`src/srp_pkg.sv`:
```
package srp_pkg;

  ////////////////////////////////////////////////////////////////
  // register indices; byte address is four times the index
  localparam logic [7:0] SRP_IDX_VCO_OVERRIDE_CONTROL = 8'h08;
  localparam logic [7:0] SRP_IDX_REFERENCE_PATH_CONTROL = 8'h09;
  localparam logic [7:0] SRP_IDX_REFERENCE_MULTIPLIER = 8'h0a;
  localparam logic [7:0] SRP_IDX_POST_MULTIPLIER_DIVIDER = 8'h0b;
  localparam logic [7:0] SRP_IDX_PRE_MULTIPLIER_DIVIDER = 8'h0c;
  localparam logic [7:0] SRP_IDX_PUMP_AND_DETECTOR_CONTROL = 8'h0d;
  localparam logic [7:0] SRP_IDX_PUMP_CURRENT_SETTING = 8'h0e;
  localparam logic [7:0] SRP_IDX_VCO_AMPLITUDE_CODE = 8'h13;
  localparam logic [7:0] SRP_IDX_CAPBANK_CODE = 8'h16;
  localparam logic [7:0] SRP_IDX_CORE_SELECT = 8'h17;

  ////////////////////////////////////////////////////////////////
  // reset values, unnamed bits reset to zero
  localparam logic [15:0] SRP_RST_VCO_OVERRIDE_CONTROL = 16'h0000;
  localparam logic [15:0] SRP_RST_REFERENCE_PATH_CONTROL = 16'h0200;
  localparam logic [15:0] SRP_RST_REFERENCE_MULTIPLIER = 16'h0080;
  localparam logic [15:0] SRP_RST_POST_MULTIPLIER_DIVIDER = 16'h0010;
  localparam logic [15:0] SRP_RST_PRE_MULTIPLIER_DIVIDER = 16'h0001;
  localparam logic [15:0] SRP_RST_PUMP_AND_DETECTOR_CONTROL = 16'h4000;
  localparam logic [15:0] SRP_RST_PUMP_CURRENT_SETTING = 16'h018d;
  localparam logic [15:0] SRP_RST_VCO_AMPLITUDE_CODE = 16'h0960;
  localparam logic [15:0] SRP_RST_CAPBANK_CODE = 16'h0000;
  localparam logic [15:0] SRP_RST_CORE_SELECT = 16'h0800;

  ////////////////////////////////////////////////////////////////
  // field positions
  localparam int SRP_POS_AMPLITUDE_OVERRIDE = 13;
  localparam int SRP_POS_CAPBANK_OVERRIDE = 10;
  localparam int SRP_POS_DOUBLER_ENABLE = 11;
  localparam int SRP_POS_REFERENCE_ENABLE = 9;
  localparam int SRP_POS_REFERENCE_MULTIPLIER_FACTOR_LSB = 7;
  localparam int SRP_POS_POST_DIV_LSB = 4;
  localparam int SRP_POS_PRE_DIV_LSB = 0;
  localparam int SRP_POS_PUMP_ENABLE = 14;
  localparam int SRP_POS_DETECTOR_MODE_LSB = 8;
  localparam int SRP_POS_PUMP_DOWN_LSB = 7;
  localparam int SRP_POS_PUMP_UP_LSB = 2;
  localparam int SRP_POS_PUMP_GAIN_LSB = 0;
  localparam int SRP_POS_AMPLITUDE_CODE_LSB = 3;
  localparam int SRP_POS_CAPBANK_CODE_LSB = 0;
  localparam int SRP_POS_CORE_SELECT_LSB = 11;
  localparam int SRP_POS_CORE_FORCE = 10;

  localparam logic [1:0] SRP_DETECTOR_SINGLE = 2'h3;

  ////////////////////////////////////////////////////////////////
  // pump current weights in microamps, gain in halves
  localparam logic [12:0] SRP_UA_BIT4 = 13'h04e2;
  localparam logic [12:0] SRP_UA_BIT3 = 13'h09c4;
  localparam logic [12:0] SRP_UA_BIT2 = 13'h0271;
  localparam logic [12:0] SRP_UA_BIT1 = 13'h0138;
  localparam logic [12:0] SRP_UA_BIT0 = 13'h009c;
  localparam logic [2:0] SRP_GAIN_HALVES_0 = 3'h2;
  localparam logic [2:0] SRP_GAIN_HALVES_1 = 3'h4;
  localparam logic [2:0] SRP_GAIN_HALVES_2 = 3'h3;
  localparam logic [2:0] SRP_GAIN_HALVES_3 = 3'h5;

  ////////////////////////////////////////////////////////////////
  typedef struct packed {
    logic [15:0] vco_override_control;
    logic [15:0] reference_path_control;
    logic [15:0] reference_multiplier;
    logic [15:0] post_multiplier_divider;
    logic [15:0] pre_multiplier_divider;
    logic [15:0] pump_and_detector_control;
    logic [15:0] pump_current_setting;
    logic [15:0] vco_amplitude_code;
    logic [15:0] capbank_code;
    logic [15:0] core_select;
  } srp_regs_t;

  typedef struct packed {
    logic [8:0] amplitude;
    logic amplitude_cal_bypass;
    logic [7:0] capbank;
    logic frequency_cal_bypass;
    logic [2:0] core;
  } srp_vco_ctl_t;

  typedef struct packed {
    srp_regs_t regs;
    srp_vco_ctl_t vco;
    logic [31:0] prdata;
    logic pslverr;
  } srp_state_t;

  typedef struct packed {
    logic [15:0] current_ua;
  } srp_calc_state_t;

endpackage

```
`src/srp_pump_calc.sv`:
```
`timescale 1ns/100ps
`default_nettype none

module srp_pump_calc
  import srp_pkg::*;
(
  input wire logic ref_clk_in,
  input wire logic rst_n_in,
  input wire logic [4:0] current_bits_in,
  input wire logic [1:0] gain_in,
  output logic [15:0] current_ua_out
);

  srp_calc_state_t state_reg;
  srp_calc_state_t state_next;
  logic [12:0] base_ua;
  logic [2:0] halves;
  logic [15:0] scaled;

  ////////////////////////////////////////////////////////////////
  always_comb
  begin
    base_ua = 13'h0000;
    if (current_bits_in[4])
      base_ua = base_ua + SRP_UA_BIT4;
    if (current_bits_in[3])
      base_ua = base_ua + SRP_UA_BIT3;
    if (current_bits_in[2])
      base_ua = base_ua + SRP_UA_BIT2;
    if (current_bits_in[1])
      base_ua = base_ua + SRP_UA_BIT1;
    if (current_bits_in[0])
      base_ua = base_ua + SRP_UA_BIT0;
    case (gain_in)
      2'h0: halves = SRP_GAIN_HALVES_0;
      2'h1: halves = SRP_GAIN_HALVES_1;
      2'h2: halves = SRP_GAIN_HALVES_2;
      default: halves = SRP_GAIN_HALVES_3;
    endcase
    // gain kept in halves so 1.5 and 2.5 stay integer
    scaled = 16'({3'h0, base_ua} * {13'h0000, halves});
    state_next = state_reg;
    state_next.current_ua = {1'b0, scaled[15:1]};
  end

  always_ff @(posedge ref_clk_in or negedge rst_n_in)
  begin
    if (!rst_n_in)
      state_reg <= '0;
    else
      state_reg <= state_next;
  end

  assign current_ua_out = state_reg.current_ua;

endmodule

`default_nettype wire

```
`src/srp_regs.sv`:
```
// Local design decision: the APB slave port.
`timescale 1ns/100ps
`default_nettype none

// Summary of operation
// - amplitude override bit 13 bypasses amplitude calibration, uses programmed code.
// - amplitude code in bits 11:3, resets to 300, applied only under override.
// - capbank override bit 10 bypasses frequency calibration, uses programmed capbank code.
// - reference multiplier factor bits 11:7, reset 1, 40-70 MHz to 180-250 MHz.
// - post-multiplier divide ratio bits 11:4, reset 1, feeds phase detector.
// - pre-multiplier divide ratio bits 11:0, reset 1, after doubler.
// - detector mode bits 9:8, 0 dual at reset, 3 single above 200MHz.
// - each pump current bit adds a fixed weighted current.
// - pump gain bits 1:0 scale current by 1, 2, 1.5, 2.5; reset 1.
module srp_regs
  import srp_pkg::*;
#(
  parameter int ADDR_W = 8
)
(
  input wire logic ref_clk_in,
  input wire logic rst_n_in,
  input wire logic psel_in,
  input wire logic penable_in,
  input wire logic pwrite_in,
  input wire logic [ADDR_W-1:0] paddr_in,
  input wire logic [31:0] pwdata_in,
  output logic pready_out,
  output logic [31:0] prdata_out,
  output logic pslverr_out,
  input wire logic [8:0] auto_amplitude_in,
  input wire logic [7:0] auto_capbank_in,
  input wire logic [2:0] auto_core_in,
  output logic [8:0] vco_amplitude_out,
  output logic amplitude_cal_bypass_out,
  output logic [7:0] vco_capbank_out,
  output logic frequency_cal_bypass_out,
  output logic [2:0] vco_core_out,
  output logic reference_doubler_enable_out,
  output logic reference_enable_out,
  output logic [4:0] reference_multiplier_factor_out,
  output logic [7:0] post_divide_ratio_out,
  output logic [11:0] pre_divide_ratio_out,
  output logic pump_enable_out,
  output logic [1:0] detector_mode_out,
  output logic detector_single_out,
  output logic [4:0] pump_down_current_out,
  output logic [4:0] pump_up_current_out,
  output logic [1:0] pump_gain_out,
  output logic [15:0] pump_down_ua_out,
  output logic [15:0] pump_up_ua_out
);

  ////////////////////////////////////////////////////////////////
  // the highest index needs seven byte-address bits
  if (ADDR_W < 7 || ADDR_W > 32)
  begin
    $error("srp_regs: ADDR_W must lie between 7 and 32");
  end

  ////////////////////////////////////////////////////////////////
  // word index from byte address; misaligned maps to nothing
  function automatic logic [7:0] word_index(input logic [ADDR_W-1:0] addr);
    logic [31:0] wide;
    wide = 32'(addr);
    if (wide[1:0] != 2'h0 || wide[31:10] != 22'h000000)
      word_index = 8'hff;
    else
      word_index = wide[9:2];
  endfunction

  function automatic logic index_mapped(input logic [7:0] idx);
    case (idx)
      SRP_IDX_VCO_OVERRIDE_CONTROL,
      SRP_IDX_REFERENCE_PATH_CONTROL,
      SRP_IDX_REFERENCE_MULTIPLIER,
      SRP_IDX_POST_MULTIPLIER_DIVIDER,
      SRP_IDX_PRE_MULTIPLIER_DIVIDER,
      SRP_IDX_PUMP_AND_DETECTOR_CONTROL,
      SRP_IDX_PUMP_CURRENT_SETTING,
      SRP_IDX_VCO_AMPLITUDE_CODE,
      SRP_IDX_CAPBANK_CODE,
      SRP_IDX_CORE_SELECT: index_mapped = 1'b1;
      default: index_mapped = 1'b0;
    endcase
  endfunction

  function automatic logic [15:0] read_word(input srp_regs_t r, input logic [7:0] idx);
    case (idx)
      SRP_IDX_VCO_OVERRIDE_CONTROL: read_word = r.vco_override_control;
      SRP_IDX_REFERENCE_PATH_CONTROL: read_word = r.reference_path_control;
      SRP_IDX_REFERENCE_MULTIPLIER: read_word = r.reference_multiplier;
      SRP_IDX_POST_MULTIPLIER_DIVIDER: read_word = r.post_multiplier_divider;
      SRP_IDX_PRE_MULTIPLIER_DIVIDER: read_word = r.pre_multiplier_divider;
      SRP_IDX_PUMP_AND_DETECTOR_CONTROL: read_word = r.pump_and_detector_control;
      SRP_IDX_PUMP_CURRENT_SETTING: read_word = r.pump_current_setting;
      SRP_IDX_VCO_AMPLITUDE_CODE: read_word = r.vco_amplitude_code;
      SRP_IDX_CAPBANK_CODE: read_word = r.capbank_code;
      SRP_IDX_CORE_SELECT: read_word = r.core_select;
      default: read_word = 16'h0000;
    endcase
  endfunction

  ////////////////////////////////////////////////////////////////
  srp_state_t state_reg;
  srp_state_t state_next;
  logic [7:0] req_index;
  logic setup_phase;
  logic access_write;
  logic amplitude_override;
  logic capbank_override;
  logic core_force;
  logic [8:0] amplitude_code;
  logic [7:0] capbank_code;
  logic [2:0] core_select;

  assign req_index = word_index(paddr_in);
  assign setup_phase = psel_in && !penable_in;
  // zero-wait access phase; write lands on this edge only
  assign access_write = psel_in && penable_in && pwrite_in && index_mapped(req_index);

  assign amplitude_override = state_reg.regs.vco_override_control[SRP_POS_AMPLITUDE_OVERRIDE];
  assign capbank_override = state_reg.regs.vco_override_control[SRP_POS_CAPBANK_OVERRIDE];
  assign core_force = state_reg.regs.core_select[SRP_POS_CORE_FORCE];
  assign amplitude_code = state_reg.regs.vco_amplitude_code[SRP_POS_AMPLITUDE_CODE_LSB +: 9];
  assign capbank_code = state_reg.regs.capbank_code[SRP_POS_CAPBANK_CODE_LSB +: 8];
  assign core_select = state_reg.regs.core_select[SRP_POS_CORE_SELECT_LSB +: 3];

  ////////////////////////////////////////////////////////////////
  always_comb
  begin
    state_next = state_reg;
    // read data and error latched in setup so outputs come from flops
    if (setup_phase)
    begin
      state_next.pslverr = !index_mapped(req_index);
      if (!pwrite_in)
        state_next.prdata = {16'h0000, read_word(state_reg.regs, req_index)};
      else
        state_next.prdata = 32'h00000000;
    end
    // all sixteen bits stored so software can restore map defaults
    if (access_write)
    begin
      case (req_index)
        SRP_IDX_VCO_OVERRIDE_CONTROL: state_next.regs.vco_override_control = pwdata_in[15:0];
        SRP_IDX_REFERENCE_PATH_CONTROL: state_next.regs.reference_path_control = pwdata_in[15:0];
        SRP_IDX_REFERENCE_MULTIPLIER: state_next.regs.reference_multiplier = pwdata_in[15:0];
        SRP_IDX_POST_MULTIPLIER_DIVIDER: state_next.regs.post_multiplier_divider = pwdata_in[15:0];
        SRP_IDX_PRE_MULTIPLIER_DIVIDER: state_next.regs.pre_multiplier_divider = pwdata_in[15:0];
        SRP_IDX_PUMP_AND_DETECTOR_CONTROL: state_next.regs.pump_and_detector_control = pwdata_in[15:0];
        SRP_IDX_PUMP_CURRENT_SETTING: state_next.regs.pump_current_setting = pwdata_in[15:0];
        SRP_IDX_VCO_AMPLITUDE_CODE: state_next.regs.vco_amplitude_code = pwdata_in[15:0];
        SRP_IDX_CAPBANK_CODE: state_next.regs.capbank_code = pwdata_in[15:0];
        SRP_IDX_CORE_SELECT: state_next.regs.core_select = pwdata_in[15:0];
        default: state_next.regs = state_reg.regs;
      endcase
    end
    state_next.vco.amplitude_cal_bypass = amplitude_override;
    // programmed amplitude only while override set
    // range 250..450 left to software, not clamped here
    if (amplitude_override)
      state_next.vco.amplitude = amplitude_code;
    else
      state_next.vco.amplitude = auto_amplitude_in;
    state_next.vco.frequency_cal_bypass = capbank_override;
    if (capbank_override)
      state_next.vco.capbank = capbank_code;
    else
      state_next.vco.capbank = auto_capbank_in;
    // manual core only with force; core 0 is not checked
    if (capbank_override && core_force)
      state_next.vco.core = core_select;
    else
      state_next.vco.core = auto_core_in;
  end

  always_ff @(posedge ref_clk_in or negedge rst_n_in)
  begin
    if (!rst_n_in)
    begin
      state_reg.regs.vco_override_control <= SRP_RST_VCO_OVERRIDE_CONTROL;
      state_reg.regs.reference_path_control <= SRP_RST_REFERENCE_PATH_CONTROL;
      state_reg.regs.reference_multiplier <= SRP_RST_REFERENCE_MULTIPLIER;
      state_reg.regs.post_multiplier_divider <= SRP_RST_POST_MULTIPLIER_DIVIDER;
      state_reg.regs.pre_multiplier_divider <= SRP_RST_PRE_MULTIPLIER_DIVIDER;
      state_reg.regs.pump_and_detector_control <= SRP_RST_PUMP_AND_DETECTOR_CONTROL;
      state_reg.regs.pump_current_setting <= SRP_RST_PUMP_CURRENT_SETTING;
      state_reg.regs.vco_amplitude_code <= SRP_RST_VCO_AMPLITUDE_CODE;
      state_reg.regs.capbank_code <= SRP_RST_CAPBANK_CODE;
      state_reg.regs.core_select <= SRP_RST_CORE_SELECT;
      state_reg.vco <= '0;
      state_reg.prdata <= 32'h00000000;
      state_reg.pslverr <= 1'b0;
    end
    else
      state_reg <= state_next;
  end

  ////////////////////////////////////////////////////////////////
  // weighted current per pump direction
  srp_pump_calc u_down_calc (
    .ref_clk_in(ref_clk_in),
    .rst_n_in(rst_n_in),
    .current_bits_in(state_reg.regs.pump_current_setting[SRP_POS_PUMP_DOWN_LSB +: 5]),
    .gain_in(state_reg.regs.pump_current_setting[SRP_POS_PUMP_GAIN_LSB +: 2]),
    .current_ua_out(pump_down_ua_out)
  );

  srp_pump_calc u_up_calc (
    .ref_clk_in(ref_clk_in),
    .rst_n_in(rst_n_in),
    .current_bits_in(state_reg.regs.pump_current_setting[SRP_POS_PUMP_UP_LSB +: 5]),
    .gain_in(state_reg.regs.pump_current_setting[SRP_POS_PUMP_GAIN_LSB +: 2]),
    .current_ua_out(pump_up_ua_out)
  );

  ////////////////////////////////////////////////////////////////
  assign pready_out = 1'b1;
  assign prdata_out = state_reg.prdata;
  assign pslverr_out = state_reg.pslverr;

  assign vco_amplitude_out = state_reg.vco.amplitude;
  assign amplitude_cal_bypass_out = state_reg.vco.amplitude_cal_bypass;
  assign vco_capbank_out = state_reg.vco.capbank;
  assign frequency_cal_bypass_out = state_reg.vco.frequency_cal_bypass;
  assign vco_core_out = state_reg.vco.core;

  assign reference_doubler_enable_out = state_reg.regs.reference_path_control[SRP_POS_DOUBLER_ENABLE];
  assign reference_enable_out = state_reg.regs.reference_path_control[SRP_POS_REFERENCE_ENABLE];
  assign reference_multiplier_factor_out = state_reg.regs.reference_multiplier[SRP_POS_REFERENCE_MULTIPLIER_FACTOR_LSB +: 5];
  assign post_divide_ratio_out = state_reg.regs.post_multiplier_divider[SRP_POS_POST_DIV_LSB +: 8];
  assign pre_divide_ratio_out = state_reg.regs.pre_multiplier_divider[SRP_POS_PRE_DIV_LSB +: 12];
  assign pump_enable_out = state_reg.regs.pump_and_detector_control[SRP_POS_PUMP_ENABLE];
  assign detector_mode_out = state_reg.regs.pump_and_detector_control[SRP_POS_DETECTOR_MODE_LSB +: 2];
  assign detector_single_out = (detector_mode_out == SRP_DETECTOR_SINGLE);
  // fields exposed raw; equality is software's duty
  assign pump_down_current_out = state_reg.regs.pump_current_setting[SRP_POS_PUMP_DOWN_LSB +: 5];
  assign pump_up_current_out = state_reg.regs.pump_current_setting[SRP_POS_PUMP_UP_LSB +: 5];
  assign pump_gain_out = state_reg.regs.pump_current_setting[SRP_POS_PUMP_GAIN_LSB +: 2];

endmodule

`default_nettype wire

```
`config.mk`:
```
export PLATFORM = sky130hd
export DESIGN_NAME = srp_regs
export DESIGN_NICKNAME = d
export VERILOG_FILES = /design/src/srp_pkg.sv /design/src/srp_pump_calc.sv /design/src/srp_regs.sv
export SDC_FILE = /design/constraint.sdc
export NUM_CORES = 1
export LEC_CHECK = 0
export ABC_AREA = 1
export BUFFER_PORTS_ARGS = -buffer_cell sky130_fd_sc_hd__buf_2
export CAP_MARGIN = 10
export CORE_MARGIN = 10
export CORE_UTILIZATION = 50
export CTS_CLUSTER_SIZE = 20
export DETAILED_ROUTE_END_ITERATION = 10
export PLACE_DENSITY = 0.68
export REMOVE_ABC_BUFFERS = 1
export SYNTH_ARGS = -nofsm -noshare
export SYNTH_HDL_FRONTEND = slang
export SYNTH_SLANG_ARGS = --single-unit
```
`constraint.sdc`:
```
create_clock -name ref_clk_in -period 4.6 [get_ports ref_clk_in]
set_clock_uncertainty 0.2 [all_clocks]
set_input_delay 0.23 -clock ref_clk_in [delete_from_list [all_inputs] [get_ports ref_clk_in]]
set_output_delay 0.23 -clock ref_clk_in [all_outputs]
set_load 0.01 [all_outputs]
```
==> results of run 1 <==
## cell families after synthesis
family | count (synthesis) | share of synthesized area (%)
multiplexers | 1 | 0.0808
adder cells (fa/ha/maj) | 74 | 7.82
XOR/XNOR | 33 | 2.07
buffers and inverters | 342 | 12.1
other | 2 | 0.0539
AND/OR/NAND/NOR | 1072 | 31.7
flip-flops | 229 | 41.2
AO/OA/AOI/OAI | 130 | 4.94
## stage by stage
step	TNS, ns	total power [mW]	cells	instance area [um2]
2_1_floorplan	0	2.10	1716	12900
3_3_place_gp	0	2.21	2284	14400
3_5_place_dp	0	2.21	2284	14400
4_1_cts	0	4.49	2373	15800
5_1_grt	-0.0569	4.60	2377	15800
6_report	0	4.45	2377	15800
## worst min-delay path by stage
stage	end	cells after the start	slack, ns
final	state_reg[84]	6	0.10
after global routing	state_reg[84]	6	0.12
after CTS	capbank_code[6]	6	0.07
after detailed placement	amplitude_code[7]	1	0.20
after global placement	amplitude_code[7]	1	0.21
after floorplan	amplitude_cal_bypass_out	0	-0.27
## report_power, final
part	internal [mW]	switching (mW)	leakage, nW
combinational	0.0553	0.115	5.43
clock	1.38	0.871	0.456
sequential	2.03	0.00239	3.09
total	3.46	0.988	8.98
## per-layer routing
| metal | GRT usage (%) | up-vias |
|---|---|---|
| met4 | 6.76 | 0 |
| met3 | 4.42 | 79 |
| met1 | 27.6 | 5803 |
| li1 | - | 5990 |
| met2 | 36.2 | 445 |
| met5 | 0 | - |
## timing repair
action	in CTS	in global routing
resized for setup	0	8
hold endpoints to repair	305	0
setup buffers	0	4
hold buffers	40	0
endpoints found under the setup margin	0	9
## area by class of cell
cell class / count / area [um2]
clock buffers: 37 / 763
clock inverters: 12 / 173
fillers: 2586 / 11800
inverters: 158 / 597
multi-input cells: 1329 / 6590
flip-flops and latches: 229 / 5750
well taps: 378 / 473
repair buffers: 234 / 1480
## synth_stat cells
cell type	instances	share of area [%]
nand3_2	2	0.14
nand4_1	24	1.1
nor2_2	1	0.045
inv_1	155	4.2
xnor2_1	16	1.0
nor3_1	3	0.11
a21o_1	1	0.054
clkbuf_1	49	1.3
nand2_2	5	0.22
fa_1	22	3.2
mux2_2	1	0.081
o21a_1	1	0.054
buf_6	1	0.081
buf_1	10	0.27
nand2_1	749	20
nand3b_1	1	0.054
ha_1	52	4.7
o21ai_0	72	2.6
conb_1	2	0.054
clkinv_1	2	0.054
dfrtp_1	214	38
buf_4	96	5.2
o2111ai_1	2	0.13
nor3_2	3	0.22
a22o_1	1	0.063
inv_2	1	0.027
a31oi_1	2	0.090
a21boi_0	1	0.054
nor2_4	1	0.081
o22ai_1	6	0.27
nand3_1	215	7.7
dfstp_2	15	2.8
or2_2	2	0.090
a21oi_1	37	1.3
buf_2	28	1.0
o21ai_1	3	0.11
nor2_1	66	1.8
xor2_1	17	1.1
o21bai_1	4	0.22
## critical path: stages, from the launching register on
cell	delay (ns)
dfstp_2	0.67
inv_1	0.20
ha_1	0.37
o21ai_0	0.27
a21oi_1	0.11
nand2_1	0.09
nand2_1	0.06
nand3_1	0.10
inv_1	0.05
nor2_1	0.16
nand2_1	0.09
fa_1	0.50
inv_1	0.04
ha_1	0.34
nand2_1	0.10
o21ai_0	0.19
a21oi_1	0.10
o21ai_1	0.22
nand3_1	0.10
nand2_1	0.11
xor2_1	0.14
==> key figures, run 1 <==
Yosys
  • Seq/Total Area, Yosys: between 40% and 50%
  • Syn avg cell area: 7.40 um2
  • Synth unique cells: 39
  • Synth Instances: about 1900
  • Yosys reg bits: roughly 230
  • Post-Syn Area: around 14000 um2
  • Yosys Warn Count: 0

Placed design
  • Final GP Congestion: ~0.9
  • PortBufs: 160
  • DPL Wire Length: approximately 27000 um
  • Pre-CTS setup slack: approximately 0.25 ns

Setup path
  • Reg2reg end: u_up_calc.current_ua_out[12]
  • Kind of critical path: reg2reg
  • Setup slack, reg-to-reg: 0.34 ns
  • Crit path launch: pump_up_current_out[1]
  • Setup crit end: u_up_calc.current_ua_out[12]
  • Req. time, crit path: between 4 and 5 ns
  • Crit. End Element: flop
  • Depth of the most critical reg-to-reg path: 20
  • Worst Path Arrival: around 4.5 ns
  • RR Startpoint: pump_up_current_out[1]
  • Critical Path Source Type: flop
  • Critical Path Fanout Max: 13

STA
  • Worst-Margin Slew: between 1 and 1.5 ns
  • Fmax: 234 MHz
  • Hold_ws: 0.102 ns
  • Final hold vios: 0
  • Pins Over Slew Limit: 0
  • Period minus WS final: approximately 4.3 ns
  • Worst setup margin: 0.335 ns
  • Tcrit/Tclk final: 92.7%
  • Final Setup Violations: 0
  • RSZ-0062 raised after global routing: true
  • Max-slew headroom: 32.3%

Final layout
  • Commonest cells after routing, fill and taps aside: nand2_1 (749), nand3_1 (215), dfrtp_1 (211), buf_2 (159), inv_1 (154)
  • Nets: around 2100
  • Ant diodes: 0
  • Commonest non-fill, non-tap cell in the layout: nand2_1
  • Final Util: 57.3%
  • Area Overhead vs Synth: 13.5%
  • Proportion of layout cells with a drive suffix above 1: 13.8%
  • Largest register FFs: 95

Drt
  • Highest routed layer: met4
  • Final wirelength: a little under 40000 um
  • DR WL met3: between 3000 and 4000 um
  • Routed WL per cell: 16.4 um
  • Iteration-0 DRC count of the detailed router: roughly 1200
  • Residual DRC: 0
  • Post-DRT Antenna Nets: 0
  • Via Count: around 12000
  • First-pass detailed-route iteration total: 6
  • M1 wire length: 16500 um
  • Routed vias/inst: 5.18
  • DR WL met2: 18200 um

Global route
  • Total grt overflow: 0
  • Initial antenna violation count: 0
  • All-Layer GR Usage: a little over a fifth
  • Largest net degree at the start of global routing: approximately 120
  • First-pass GRT wire length: between 60000 and 70000 um
  • Number of global-route vias before repair: ~12000

Clock tree
  • Reg clk slew, reported paths: 0.06 ns
  • Clock latency on the worst-skew pair: around 0.55 ns
  • CTS tree: built
  • CTS Buf Count: 27
  • Clock sink total: about 230
  • Clk buf depth: 3
  • CTS H-Tree Depth: 1
  • Root Buffer: clkbuf_16

Job
  • Max Cap Viol: 0

Status
  • Run status: finished, final reports clean

Min path
  • Min-Delay Path Class: in2reg
  • Hold path start: paddr_in[2]

Floorplan
  • Core Region: between 20000 and 30000 um2
  • Full die area: 35000 um2
  • Initial core utilization: about half
  • Die W: about 190 um
  • I/O Pins: roughly 200
  • Row cnt: 61
  • Die height: roughly 190 um

Power and ir drop
  • Leakage: 8.98 nW
  • Peak supply drop: between 200 and 250 uV
  • Pwr/cell area: around 280 nW/um2
(Power assumes the default switching activity.)
==> run 2: changes to the inputs <==
--- a/config.mk
+++ b/config.mk
@@ -16,4 +16,5 @@
 export REMOVE_ABC_BUFFERS = 1
 export SYNTH_ARGS = -nofsm -noshare
 export SYNTH_HDL_FRONTEND = slang
+export SYNTH_HIERARCHICAL = 1
 export SYNTH_SLANG_ARGS = --single-unit
==> key figures, run 2 <==
Floorplan
  • Die height: 191 um (+2.3%)
  • Full die area: 36600 um2 (+4.6%)
  • Row cnt: 62 (+1.6%)
  • Core Region: 28900 um2 (+4.4%)
  • Initial core utilization: 50.8% (+0.36 points)
  • I/O Pins: 196 (unchanged)
  • Die W: 191 um (+2.3%)

Placed design
  • Pre-CTS setup slack: 0.523 ns (+0.272 ns)
  • Cells after DPL: 2353 (+3.0%)
  • PortBufs: 160 (unchanged)
  • DPL Wire Length: 28500 um (+7.6%)
  • Final GP Congestion: 0.884 (+0.37%)

Setup path
  • Kind of critical path: reg2reg
  • Crit. End Element: flop
  • CP bufs+invs: 3 (unchanged)
  • CP delay by family, top: simple AND/OR/NAND/NOR gates
  • Depth of the most critical reg-to-reg path: 22 (+10%)
  • Most frequent cell on the critical path: nand2_1
  • Critical Path Source Type: flop
  • Critical Path Fanout Max: 9 (-4)
  • Req. time, crit path: 4.87 ns (about the same)
  • Slowest Stage Delay on Critical Path: 0.51 ns (-0.16 ns)
  • WP depth: 22 (+10%)
  • Worst Path Arrival: 4.35 ns (-0.18 ns)
  • CP max stage cell: fa_1
  • Sequence of cells on the critical path: inv_1 > ha_1 > inv_1 > nand3_1 > nand2_2 > o21ai_1 > nand2_2 > nand2_1 > nand2_1 > nor2_1 > nor2_1 > nand2_1 > fa_1 > inv_1 > ha_1 > nand2_1 > o21ai_0 > a21oi_1 > o21ai_0 > nand3_1 > nand2_1 > xor2_1

Drt
  • Iteration-0 DRC count of the detailed router: 1120 (-3.5%)
  • Residual DRC: 0 (unchanged)
  • Routed WL per cell: 17.3 um (+5.6%)
  • First-pass detailed-route iteration total: 5 (-1)
  • Routed vias/inst: 5.35 (+3.2%)
  • Post-DRT Antenna Nets: 0 (unchanged)
  • Final wirelength: 42300 um (+8.6%)
  • Via Count: 13100 (+6.2%)

Global route
  • All-Layer GR Usage: 22.7% (+1.0 points)
  • Largest net degree at the start of global routing: 127 (+4.1%)
  • Total grt overflow: 0 (unchanged)
  • First-pass GRT wire length: 67200 um (+7.1%)
  • Initial antenna violation count: 1 (+1)
  • Number of global-route vias before repair: 12600 (+5.6%)

Power and ir drop
  • Peak supply drop: 297 uV (+34%)
  • Leakage: 9.32 nW (+3.8%)
  • Design Power: 4.60 mW (+3.5%)
  • Pwr/cell area: 278 nW/um2 (-1.1%)

Clock tree
  • Clock latency on the worst-skew pair: 0.56 ns (about the same)
  • Root Buffer: clkbuf_16
  • Clock sink total: 229 (unchanged)
  • Setup repair bufs after CTS: 0 (unchanged)
  • Clk buf depth: 3 (unchanged)
  • Post-CTS resize count: 0 (unchanged)
  • CTS H-Tree Depth: 1 (unchanged)
  • CTS tree: built
  • CTS Buf Count: 26 (-3.7%)
  • Reg clk slew, reported paths: 0.07 ns (about the same)

Final layout
  • Area Overhead vs Synth: 12.8%
  • Commonest cells after routing, fill and taps aside: nand2_1 (673), nand3_1 (331), dfrtp_1 (214), buf_2 (159), inv_1 (151)
  • Proportion of layout cells with a drive suffix above 1: 16.1% (+2.4 points)
  • Largest register FFs: 95 (unchanged)
  • Commonest non-fill, non-tap cell in the layout: nand2_1
  • Nets: 2179 (+2.9%)
  • Final Instance Count excl. Fillers: 2444 (+2.8%)

Yosys
  • Most frequent cells after synthesis: nand2_1 (673), nand3_1 (331), dfrtp_1 (214)
  • Largest family of logic cells by synthesized area: simple AND/OR/NAND/NOR gates
  • Syn avg cell area: 7.48 um2 (+1.1%)
  • Post-Syn Area: 14700 um2 (+5.2%)
  • Most frequent cell after synthesis: nand2_1
  • Post-synthesis mux area share: 0.921% (+0.84 points)
  • Compound-Gate Fraction of Synth Area: 3.07% (-1.9 points)
  • Simple-gate share of the synthesized area: 35.3% (+3.6 points)
  • Top_reg_cell synth: dfrtp_1
  • Post-Synth Adder-Cell Area: 7.44% (-0.39 points)
  • Number of synthesized flops with an enable pin: 0 (unchanged)
  • Seq/Total Area, Yosys: 39.2% (-2.0 points)
  • Post-synth top area cell: dfrtp_1
  • Synth unique cells: 47 (+21%)
  • Post-Synth XOR/XNOR Area: 1.91% (-0.16 points)
  • Largest cells by area after synthesis: dfrtp_1 (37%), nand2_1 (17%), nand3_1 (11%)
  • Post-synth top area share: 36.5% (-1.9 points)
  • FFs w/ async S/R, synth: 100% (unchanged)
  • Yosys reg bits: 229 (unchanged)
  • Yosys Warn Count: 6 (+6)
  • Synth Instances: 1960 (+4.1%)

STA
  • Period minus WS final: 4.09 ns (-0.176 ns)
  • Tcrit/Tclk final: 88.9% (-3.8 points)
  • Fmax: 245 MHz (+4.3%)
  • Pins Over Slew Limit: 0 (unchanged)
  • Final Setup Violations: 0 (unchanged)
  • Final hold vios: 0 (unchanged)
  • Total negative slack: 0 ns (unchanged)
  • Worst setup margin: 0.511 ns (+0.176 ns)
  • Worst-Margin Slew: 1.07 ns (+0.0539 ns)
  • Max-slew headroom: 28.5% (-3.9 points)
  • RSZ-0062 raised after global routing: false

Status
  • Run status: finished, final reports clean

Min path
  • Min-Delay Path Class: in2reg
  • Worst Hold Depth: 6 (unchanged)

Job
  • Max Cap Viol: 0 (unchanged)
run 2: cell types whose count changed in the layout (fill, tap and decap cells not counted), sizes merged, moves of 7 or more:
cell / previous run / this run
nor2: 68 / 80
mux2: 1 / 12
clkinv: 6 / 13
o21ai: 75 / 35
nand2: 754 / 692
nand3: 217 / 341
nand4: 24 / 43
run 2: layout make-up:
| cell class | count | area, um2 |
|---|---|---|
| inverters | 166 | 623 |
| flip-flops and latches | 229 | 5750 |
| fillers | 2692 | 12300 |
| repair buffers | 232 | 1480 |
| diodes | 1 | 2.50 |
| clock buffers | 31 | 689 |
| clock inverters | 16 | 289 |
| multi-input cells | 1385 | 7230 |
| well taps | 384 | 480 |
run 2: power by group:
part,total (mW),switching (mW),internal (mW)
registers,2.03,0.00395,2.03
logic,0.227,0.164,0.0632
clock network,2.35,0.880,1.47
total,4.60,1.05,3.56
run 2: kinds of logic (layout without fill, tap and decap cells):
kind of cell | count (synthesis) | after routing
AO/OA/AOI/OAI | 79 | 79
XOR/XNOR | 32 | 32
adder cells (fa/ha/maj) | 74 | 74
buffers and inverters | 361 | 445
flip-flops | 229 | 229
multiplexers | 12 | 12
other | 4 | 20
AND/OR/NAND/NOR | 1169 | 1169
run 2: final timing paths:
kind / start / endpoint / slack [ns]
max: pump_down_current_out[4] / u_down_calc/current_ua_out[12] / 0.51
min: pwrite_in / prdata_out[4] / 0.05
min in group asynchronous: rst_n_in / u_up_calc/current_ua_out[2] / 0.17
max in group asynchronous: rst_n_in / state_reg[122] / 2.91
min reg2reg: state_reg[182] / state_reg[182] / 0.27
max reg2reg: pump_down_current_out[4] / u_down_calc/current_ua_out[12] / 0.51
run 2: layer usage:
layer | up-vias | share of wire [%] | GRT usage (%)
li1 | 6299 | - | -
met1 | 6204 | 40 | 28.2
met2 | 487 | 48 | 38.5
met3 | 85 | 7.6 | 3.90
met4 | 0 | 3.9 | 8.68
met5 | - | 0 | 0
run 2: what timing repair did:
action | 4_1_cts | 5_1_grt
endpoints found under the hold margin | 295 | 0
setup endpoints to repair | 0 | 0
hold buffers | 43 | 0
run 2: tightest hold or removal path, delay by kind of cell:
family / cells / cell delay, ns
buf+inv: 2 / 0.11
simple gates: 4 / 0.42
run 2: per-stage QoR:
| stage | hold slack [ns] | utilization [%] | area (um2) |
|---|---|---|---|
| 3_5_place_dp | 0.189 | 52.5 | 15100 |
| 3_3_place_gp | 0.192 | 52.5 | 15100 |
| 2_1_floorplan | -0.266 | - | 13600 |
| 6_report | 0.0480 | 57.3 | 16500 |
| 5_1_grt | 0.0778 | 57.3 | 16500 |
| 4_1_cts | 0.0256 | 57.3 | 16500 |
